===== config.mk =====
export PLATFORM = sky130hd
export DESIGN_NAME = sbpr_regs
export DESIGN_NICKNAME = d
export VERILOG_FILES = /design/src/verilog/sbpr_pkg.sv /design/src/verilog/sbpr_regs.sv
export SDC_FILE = /design/constraint.sdc
export NUM_CORES = 1
export LEC_CHECK = 0
export ABC_AREA = 1
export ABC_CLOCK_PERIOD_IN_PS = 2020
export BUFFER_PORTS_ARGS = -buffer_cell sky130_fd_sc_hd__buf_2
export CAP_MARGIN = 20
export CORE_ASPECT_RATIO = 1.75
export CORE_MARGIN = 3
export CORE_UTILIZATION = 54
export DETAILED_ROUTE_END_ITERATION = 6
export PLACE_DENSITY_LB_ADDON = 0.15
export SETUP_SLACK_MARGIN = 0.3
export SLEW_MARGIN = 20
export SYNTH_ARGS = -nofsm -noshare
export SYNTH_HDL_FRONTEND = slang
export SYNTH_SLANG_ARGS = --single-unit

===== constraint.sdc =====
create_clock -name clock -period 2.02 [get_ports clock]
set_clock_uncertainty 0.05 [all_clocks]
set_input_delay 0.101 -clock clock [delete_from_list [all_inputs] [get_ports clock]]
set_output_delay 0.101 -clock clock [all_outputs]
set_load 0.005 [all_outputs]

===== src/verilog/sbpr_pkg.sv =====
// Operation
// - Sixteen registers reachable over register port
// - Base 0-7 fixed, 8-15 follow page; code reads 8-15 as zero on every page
// - Page field in register seven picks page; code only stores it and reads it back
// - Base fields same on every page
// - Reserved registers and fields read zero
// - Pages two to six read reserved
// - Node address from self-ID, invalid until done
// - Root flag clears on reset, set by tree-ID
// - Cable power bit mirrors sense input
// - Root holdoff kept across bus resets
// - Long bus reset request starts long reset
// - Traffic in progress finishes before reset
// - Long reset request clears on any reset
// - Gap setting drives arbiter timing
// - Gap updated by write or config packet
// - Gap to 3Fh on reset or two resets
// - Extended indicator reads 111
// - Port count reads 0010
// - Speed 010, delay 0000
// - Jitter reads 000
package sbpr_pkg;

   localparam logic [3:0] ADDR_NODE   = 4'h0;
   localparam logic [3:0] ADDR_GAP    = 4'h1;
   localparam logic [3:0] ADDR_EXT    = 4'h2;
   localparam logic [3:0] ADDR_SPEED  = 4'h3;
   localparam logic [3:0] ADDR_LINK   = 4'h4;
   localparam logic [3:0] ADDR_INTR   = 4'h5;
   localparam logic [3:0] ADDR_RSVD6  = 4'h6;
   localparam logic [3:0] ADDR_PAGE   = 4'h7;

   // Field positions
   localparam int         POS_NODE_ADDR = 2;
   localparam int         POS_ROOT      = 1;
   localparam int         POS_CPS       = 0;
   localparam int         POS_HOLDOFF   = 7;
   localparam int         POS_LBR       = 6;
   localparam int         POS_PAGE      = 5;

   // Constant fields
   localparam logic [2:0] EXT_VALUE     = 3'h7;
   localparam logic [3:0] PORT_COUNT    = 4'h2;
   localparam logic [2:0] SPEED_VALUE   = 3'h2;
   localparam logic [3:0] DELAY_VALUE   = 4'h0;
   localparam logic [2:0] JITTER_VALUE  = 3'h0;

   // Reset values and bus reset count limit
   localparam logic [5:0] GAP_RESET     = 6'h3f;
   localparam logic [2:0] PAGE_RESET    = 3'h0;
   localparam logic [3:0] PSEL_RESET    = 4'h0;
   localparam logic [1:0] BR_COUNT_MAX  = 2'h2;

   // Long bus reset length: 166 us at 125 MHz
   localparam int         LONG_RESET_US = 166;
   localparam int         CLOCK_MHZ     = 125;
   localparam int         LONG_RESET_CYC = LONG_RESET_US * CLOCK_MHZ;

   typedef enum logic [1:0]
   {
      LBR_IDLE = 2'b00,
      LBR_WAIT = 2'b01,
      LBR_BUSY = 2'b10
   } sbpr_lbr_state_type;

   // Register port request
   typedef struct packed
   {
      logic [3:0] addr;
      logic [7:0] wdata;
      logic       wr;
      logic       rd;
   } sbpr_req_type;

   // Bus reset, self-ID, tree-ID and gap packet results from the arbiter
   typedef struct packed
   {
      logic       bus_reset;
      logic       tree_root;
      logic       self_id_done;
      logic [5:0] self_id_addr;
      logic       gap_pkt;
      logic [5:0] gap_pkt_value;
   } sbpr_arb_type;

endpackage : sbpr_pkg


===== src/verilog/sbpr_regs.sv =====
`timescale 1ns/1ps
module sbpr_regs #(
   parameter int LONG_RESET_CYCLES = sbpr_pkg::LONG_RESET_CYC
)
(
   input  wire logic                  clock,
   input  wire logic                  rstn,
   input  wire sbpr_pkg::sbpr_req_type req,
   output logic [7:0]                 rdata,
   input  wire sbpr_pkg::sbpr_arb_type arb,
   input  wire logic                  cable_power_sense,
   input  wire logic                  traffic_busy,
   output logic                       long_bus_reset_active,
   output logic                       root_holdoff,
   output logic [5:0]                 gap_setting,
   output logic [5:0]                 node_address_field,
   output logic                       node_address_valid,
   output logic                       root_flag
);
   import sbpr_pkg::*;

   logic [7:0]         rdata_q;
   logic               root_holdoff_q;
   logic               lbr_req_q;
   logic [5:0]         gap_q;
   logic [1:0]         br_count_q;
   logic [5:0]         node_q;
   logic               node_valid_q;
   logic               root_q;
   logic               cps_q;
   logic [2:0]         page_q;
   logic [3:0]         psel_q;
   logic               lbr_active_q;
   logic [14:0]        lbr_cnt_q;
   sbpr_lbr_state_type lbr_state_q;
   logic               wr_gap;

   // Decode a write to a given base address
   function automatic logic wr_hit(input sbpr_req_type r, input logic [3:0] a);
      wr_hit = r.wr && (r.addr == a);
   endfunction : wr_hit

   assign wr_gap = wr_hit(req, ADDR_GAP);

   // Root holdoff survives bus reset, only hardware reset or a gap register write with bit 7 low clears it
   always_ff @(posedge clock or negedge rstn)
   begin
      if (!rstn)
         root_holdoff_q <= 1'b0;
      else if (wr_gap)
         root_holdoff_q <= req.wdata[POS_HOLDOFF];
   end

   // Request bit; a bus reset in the same cycle still clears it
   always_ff @(posedge clock or negedge rstn)
   begin
      if (!rstn)
         lbr_req_q <= 1'b0;
      else if (arb.bus_reset || lbr_active_q)
         lbr_req_q <= 1'b0;
      else if (wr_gap && req.wdata[POS_LBR])
         lbr_req_q <= 1'b1;
   end

   // Long bus reset sequencer: waits for traffic to drain first
   // A bus reset while waiting drops the request, so no stale reset follows
   always_ff @(posedge clock or negedge rstn)
   begin
      if (!rstn)
      begin
         lbr_state_q  <= LBR_IDLE;
         lbr_cnt_q    <= 15'h0000;
         lbr_active_q <= 1'b0;
      end
      else
      begin
         unique case (lbr_state_q)
            LBR_IDLE:
               if (lbr_req_q)
                  lbr_state_q <= LBR_WAIT;
            LBR_WAIT:
               if (!lbr_req_q)
                  lbr_state_q <= LBR_IDLE;
               else if (!traffic_busy)
               begin
                  lbr_state_q  <= LBR_BUSY;
                  lbr_active_q <= 1'b1;
                  lbr_cnt_q    <= 15'(LONG_RESET_CYCLES - 1);
               end
            LBR_BUSY:
               if (lbr_cnt_q == 15'h0000)
               begin
                  lbr_state_q  <= LBR_IDLE;
                  lbr_active_q <= 1'b0;
               end
               else
                  lbr_cnt_q <= lbr_cnt_q - 15'h0001;
            default:
               lbr_state_q <= LBR_IDLE;
         endcase
      end
   end

   // Gap setting; two bus resets without an update restore 3Fh
   always_ff @(posedge clock or negedge rstn)
   begin
      if (!rstn)
      begin
         gap_q      <= GAP_RESET;
         br_count_q <= 2'h0;
      end
      else if (wr_gap)
      begin
         gap_q      <= req.wdata[5:0];
         br_count_q <= 2'h0;
      end
      else if (arb.gap_pkt)
      begin
         gap_q      <= arb.gap_pkt_value;
         br_count_q <= 2'h0;
      end
      else if (arb.bus_reset)
      begin
         if (br_count_q + 2'h1 >= BR_COUNT_MAX)
         begin
            gap_q      <= GAP_RESET;
            br_count_q <= 2'h0;
         end
         else
            br_count_q <= br_count_q + 2'h1;
      end
   end

   // Node address and root flag from identification phases
   always_ff @(posedge clock or negedge rstn)
   begin
      if (!rstn)
      begin
         node_q       <= 6'h00;
         node_valid_q <= 1'b0;
         root_q       <= 1'b0;
      end
      else if (arb.bus_reset)
      begin
         node_valid_q <= 1'b0;
         root_q       <= 1'b0;
      end
      else
      begin
         if (arb.tree_root)
            root_q <= 1'b1;
         if (arb.self_id_done)
         begin
            node_q       <= arb.self_id_addr;
            node_valid_q <= 1'b1;
         end
      end
   end

   // Cable power mirror, registered so the read path is clean
   always_ff @(posedge clock or negedge rstn)
   begin
      if (!rstn)
         cps_q <= 1'b0;
      else
         cps_q <= cable_power_sense;
   end

   // Page and port choice
   always_ff @(posedge clock or negedge rstn)
   begin
      if (!rstn)
      begin
         page_q <= PAGE_RESET;
         psel_q <= PSEL_RESET;
      end
      else if (wr_hit(req, ADDR_PAGE))
      begin
         page_q <= req.wdata[7:5];
         psel_q <= req.wdata[3:0];
      end
   end

   // Read data one cycle after the strobe; all else reads zero
   always_ff @(posedge clock or negedge rstn)
   begin
      if (!rstn)
         rdata_q <= 8'h00;
      else if (req.rd)
      begin
         unique case (req.addr)
            ADDR_NODE:  rdata_q <= {node_q, root_q, cps_q};
            ADDR_GAP:   rdata_q <= {root_holdoff_q, lbr_req_q, gap_q};
            ADDR_EXT:   rdata_q <= {EXT_VALUE, 1'b0, PORT_COUNT};
            ADDR_SPEED: rdata_q <= {SPEED_VALUE, 1'b0, DELAY_VALUE};
            ADDR_LINK:  rdata_q <= {2'b00, JITTER_VALUE, 3'b000};
            ADDR_PAGE:  rdata_q <= {page_q, 1'b0, psel_q};
            default:    rdata_q <= 8'h00;
         endcase
      end
      else
         rdata_q <= 8'h00;
   end

   // Outputs straight from flip-flops
   assign rdata                 = rdata_q;
   assign long_bus_reset_active = lbr_active_q;
   assign root_holdoff          = root_holdoff_q;
   assign gap_setting           = gap_q;
   assign node_address_field    = node_q;
   assign node_address_valid    = node_valid_q;
   assign root_flag             = root_q;

endmodule : sbpr_regs


# After elaboration in Yosys (flattened, before gate mapping)
# Index checks and enable logic that the tools add are counted.
dict set report word_totals {
  input_bits 34
  rom_bits 0
  latch_bits 0
  reg_bits 52
  mem_bits_rw 0
  n_memories 0
}
dict set report classes {
  eq_ne 12
  mux 29
  n_bitwise 1
  add_sub_neg 2
  n_lt_le_gt_ge 1
  shifts 0
  div 0
  reduce_logical 18
  n_mul 0
}
# op n
set ops {}
lappend ops {{two-way mux 15 bit} 3}
lappend ops {{one-hot mux 8 bit (5 select lines)} 1}
lappend ops {{one-hot mux 15 bit (2 select lines)} 1}
lappend ops {{two-way mux 6 bit} 4}
lappend ops {{two-way mux 2 bit} 8}
lappend ops {{zero test 15 bit} 1}
lappend ops {{subtractor 15 x 1 -> 15 bit, second input constant} 1}
lappend ops {{!= test 2 bit, second input constant} 5}
lappend ops {{two-way mux 1 bit} 9}
lappend ops {{== test 4 x 2 -> 1 bit, second input constant} 2}
lappend ops {{two-way mux 8 bit} 1}
lappend ops {{AND reduction 4 bit} 2}
lappend ops {{nonzero test 2 bit} 4}
lappend ops {{one-hot mux 2 bit (3 select lines)} 1}
lappend ops {{nonzero test 3 bit} 2}
lappend ops {{== test 4 x 1 -> 1 bit, second input constant} 1}
lappend ops {{== test 4 x 3 -> 1 bit, second input constant} 1}
lappend ops {{zero test 4 bit} 1}
lappend ops {{AND reduction 2 bit} 2}
lappend ops {{logical AND 1 bit} 3}
lappend ops {{!= test 3 bit, second input constant} 1}
lappend ops {{AND reduction 3 bit} 1}
lappend ops {{adder 2 x 1 -> 2 bit, second input constant} 1}
lappend ops {{== test 2 x 1 -> 1 bit, second input constant} 1}
lappend ops {{6 further kinds} 6}

# Logic depth before layout (Yosys ltp)
dict set report logic_depth {
  depth_word 6
  ltp_mapped 10
  depth_no_buf 9
}

# Least setup slack after synthesis
# No wires, ideal clock.
dict set report synth_timing {
  path_kind {register to register}
  start {reg lbr_cnt_q[0]}
  end {reg lbr_cnt_q[6]}
  arrival_time_ns 1.418
  stages_incl_launch_ff 11
  setup_time_ns 0.118
  path_buffers 1
  required_ns 1.852
  path_slack_ns 0.434
  path_cell_list {dfrtp_1 > inv_1 > ha_1 > nand2_2 > nor2_2 > nand2_4 > nand2_2 > nand2_2 > buf_6 > nand3b_1 > nand2_1}
}
dict set report synth_between {
  elab_chain_len 3
}
# item line_no
set synth_lines {}
lappend synth_lines {{start, declared} sbpr_regs.sv:34} ;# logic [14:0] lbr_cnt_q;
lappend synth_lines {{start signal, assigned} sbpr_regs.sv:88} ;# lbr_cnt_q <= 15'(LONG_RESET_CYCLES - 1);
lappend synth_lines {{start signal, assigned} sbpr_regs.sv:97} ;# lbr_cnt_q <= lbr_cnt_q - 15'h0001;
lappend synth_lines {{subtractor 15 x 1 -> 15 bit / zero test 15 bit (equally long branches)} {sbpr_regs.sv:97, sbpr_regs.sv:91}}
lappend synth_lines {{two-way mux 15 bit / != test 2 bit (equally long branches)} n/a}
lappend synth_lines {{one-hot mux 15 bit (2 select lines) / AND reduction 4 bit (equally long branches)} n/a}
# Parallel ways exist; a longest one is shown, timed or not. The select of a mux whose other input is x is not followed.
# A chain may end at the register's enable or synchronous reset.

# Worst setup path in the final report
dict set report layout_timing {
  start {reg lbr_cnt_q[0]}
  end {reg lbr_cnt_q[7]}
}
# The elaborated chain is that of the path after synthesis.

==> impl_results.md <==
* Outcome: completed
* Synth top area share at 44.5%
* DRT Wirelength at slightly above 6000 um
* Worst r2r src: lbr_cnt_q[0]
* Worst slew pin tran at between 400 and 500 ps
* Clk root buf: clkbuf_8
* Post-layout minimum cycle time at ~1600 ps
* Unique cell type count in the Yosys netlist at 27
* Vias at around 2300
* Area contributors post-synth: dfrtp_1 44%, nand2_1 12%, dfstp_2 6.1%
* Final Setup Violations at 0
* Clk_lat worst skew at ~300 ps
* Sequential fraction of the synthesis area at about 51%
* 1st-iter DRT viols at 94
* CTS sink cnt at 52
* Worst Hold Launch: arb[2]
* Critical Path Fanout Max at 14
* Worst hold stages at 3
* Mean Syn Cell Area at 8.40 um2
* CTS tree: yes
* Worst Setup Start Kind: register
* Die Area at ~5700 um2
* GR Util All Layers at a little under a quarter
* Die height at a little under 100 um
* Clock-pin slew on the worst setup and hold paths at approximately 90 ps
* Core box area at approximately 4500 um2
* Period utilization at about four fifths
* R2R Setup Slk at 430 ps
* GP Congestion at between 0.8 and 0.9
* DIE WIDTH at just under 60 um
* Compound-Gate Fraction of Synth Area at under 10%
* # diodes at 0
* RSZ-0062 raised after global routing: false
* Worst slew margin at around 67%
* Hold/Removal Path Class: input pin to register
* Grt total ovfl at 0
* Initial Utilization at 57.2%
* Crit path required time at 2210 ps
* Yosys warnings at 0
* Synth Area in XOR/XNOR at under 10%
* First-pass GRT wire length at between 10000 and 15000 um
* Setup slack at placement at between 200 and 300 ps
* Largest area contributor in the netlist: dfrtp_1
* Max Fclk at 628 MHz
* Post-synthesis mux area share at under 10%
* Largest net degree at the start of global routing at 22
* Adder and majority cell fraction of the synthesized area at less than 1%
* Final HPWL DP at around 4700 um
* Post-synthesis simple-gate area fraction at approximately 29%
* Largest family of logic cells by synthesized area: simple AND/OR/NAND/NOR gates
* Slew Viols, Final at 0
* Drt pass-1 iters at 4
* Layout Nets at between 400 and 500
* Synth Register Bits at 52
* Setup ws final at around 430 ps
* WL per Instance at between 10 and 15 um
* Area Growth Syn to Fin at 26.0%
* Port-buffer cells at 57
* Critical Path End Type: register
* Setup TNS at 0 ps
* CTS max path bufs at 2
* Worst r2r dst: lbr_cnt_q[7]
* Cts bufs inserted at 5
* Post-Syn Instances at around 310
* Max H-tree Level at 2
* Initial antenna violation count at 0
* Total of max-cap violations at 0
* Post-Syn Area at between 2000 and 3000 um2
* Antenna-violating nets left at 0
* FF-to-FF path depth at 9
* Vias/cell at approximately 5.2
* Leakage at 1.69 nW
* Synthesized net count at approximately 340
* Critical Path AT at 1790 ps
* Pwr/cell area at 627 nW/um2
* Share of layout cells above drive strength 1 at about a quarter
* I/O pins at 58
* Vias in the first global route at about 2300
* Hold EP: gap_setting[2]
* Hold Violations, Final at 0
* Max IR drop VDD at 0.607 mV
* CP Class: register to register
* Cell Rows at 32
* # DRC at 0
-- metrics by stage --
step | utilization [%] | instance area (um2) | cells | hold WS, ps | total power [mW]
5_1_grt | 72.1 | 3260 | 445 | 20.3 | 2.13
6_report | 72.1 | 3260 | 445 | 14.7 | 2.04
4_1_cts | 72.0 | 3260 | 445 | 8.10 | 2.05
2_1_floorplan | - | 2590 | 308 | -245 | 1.29
3_3_place_gp | 64.9 | 2940 | 416 | 32.7 | 1.41
3_5_place_dp | 64.9 | 2940 | 416 | 41.1 | 1.43
-- worst max-delay path by stage --
stage | start | end | cells after the start | slack (ps)
2_1_floorplan | lbr_cnt_q[0] | lbr_cnt_q[6] | 10 | 430
3_3_place_gp | lbr_cnt_q[0] | lbr_cnt_q[11] | 7 | 290
3_5_place_dp | lbr_cnt_q[0] | lbr_cnt_q[13] | 7 | 260
4_1_cts | lbr_cnt_q[0] | lbr_cnt_q[13] | 9 | 350
5_1_grt | lbr_cnt_q[0] | lbr_cnt_q[11] | 9 | 320
6_report | lbr_cnt_q[0] | lbr_cnt_q[7] | 9 | 430
-- layer usage --
layer	GRT usage, %	part of all wire [%]
met4	8.75	2.3
met1	23.9	38
met5	0	0
met3	3.86	3.6
met2	43.1	56
-- worst max-delay path, stage by stage, from the launching register on --
cell and delay [ps]:
dfrtp_1 400, inv_2 100, ha_2 220, nand2_2 100, nor2_4 140, nand2_4 90
a21oi_4 180, buf_12 150, nand2_1 50, nand2_1 70
-- cells in the final DEF (no fill, tap or decap), drive strengths merged, types with 6 or more instances in the layout --
cell	count
dfstp	6
nor2	42
buf	62
nand3	28
nand2	86
a21oi	13
inv	32
dlygate4sd3	20
nand3b	7
o21ai	15
mux2	12
clkbuf	6
dfrtp	46
-- what timing repair did --
item | in CTS | in global routing
hold buffers | 20 | 0
setup endpoints to repair | 13 | 13
hold endpoints to repair | 44 | 0
resized for setup | 2 | 2
setup buffers | 1 | 0
pin swaps | 1 | 0
-- final cells by class --
cell class	instances	area [um2]
Fill cell	348	1260
Tap cell	51	63.8
Timing Repair Buffer	82	536
Clock inverter	2	10.0
Sequential cell	52	1310
Inverter	33	124
Clock buffer	6	82.6
Multi-Input combinational cell	219	1140
-- flip-flops by register name, summed over array words and instances (netlist names), 2 cells and up --
register,cells
br_count_q,2
gap_setting,6
lbr_cnt_q,15
lbr_state_q,2
node_address_field,6
page_q,3
psel_q,4
rdata,8
-- Yosys cell counts --
cell,count
a211oi_1,2
a21oi_1,12
a21oi_4,1
a31oi_1,1
buf_2,2
buf_6,2
clkinv_1,1
dfrtp_1,46
dfstp_2,6
ha_1,2
inv_1,28
inv_2,4
mux2_1,6
mux2_2,6
nand2_1,81
nand2_2,4
nand2_4,1
nand3_1,28
nand3b_1,7
nand4_1,4
nor2_1,34
nor2_2,7
nor2_4,1
nor3_1,3
o21ai_0,1
o21ai_1,14
xor2_1,4
-- report_power, final --
| part | total [mW] | switching [mW] | internal [mW] | leakage [nW] |
|---|---|---|---|---|
| clock network | 0.608 | 0.334 | 0.274 | 0.0510 |
| logic | 0.257 | 0.122 | 0.134 | 0.991 |
| registers | 1.18 | 0.0502 | 1.13 | 0.651 |
-- cell families after synthesis --
logic type | count (synthesis)
compound gates | 31
flops | 52
mux | 12
fa+ha+maj | 2
xor+xnor | 4
simple gates | 170
buf+inv | 37
(Power assumes the default switching activity.)
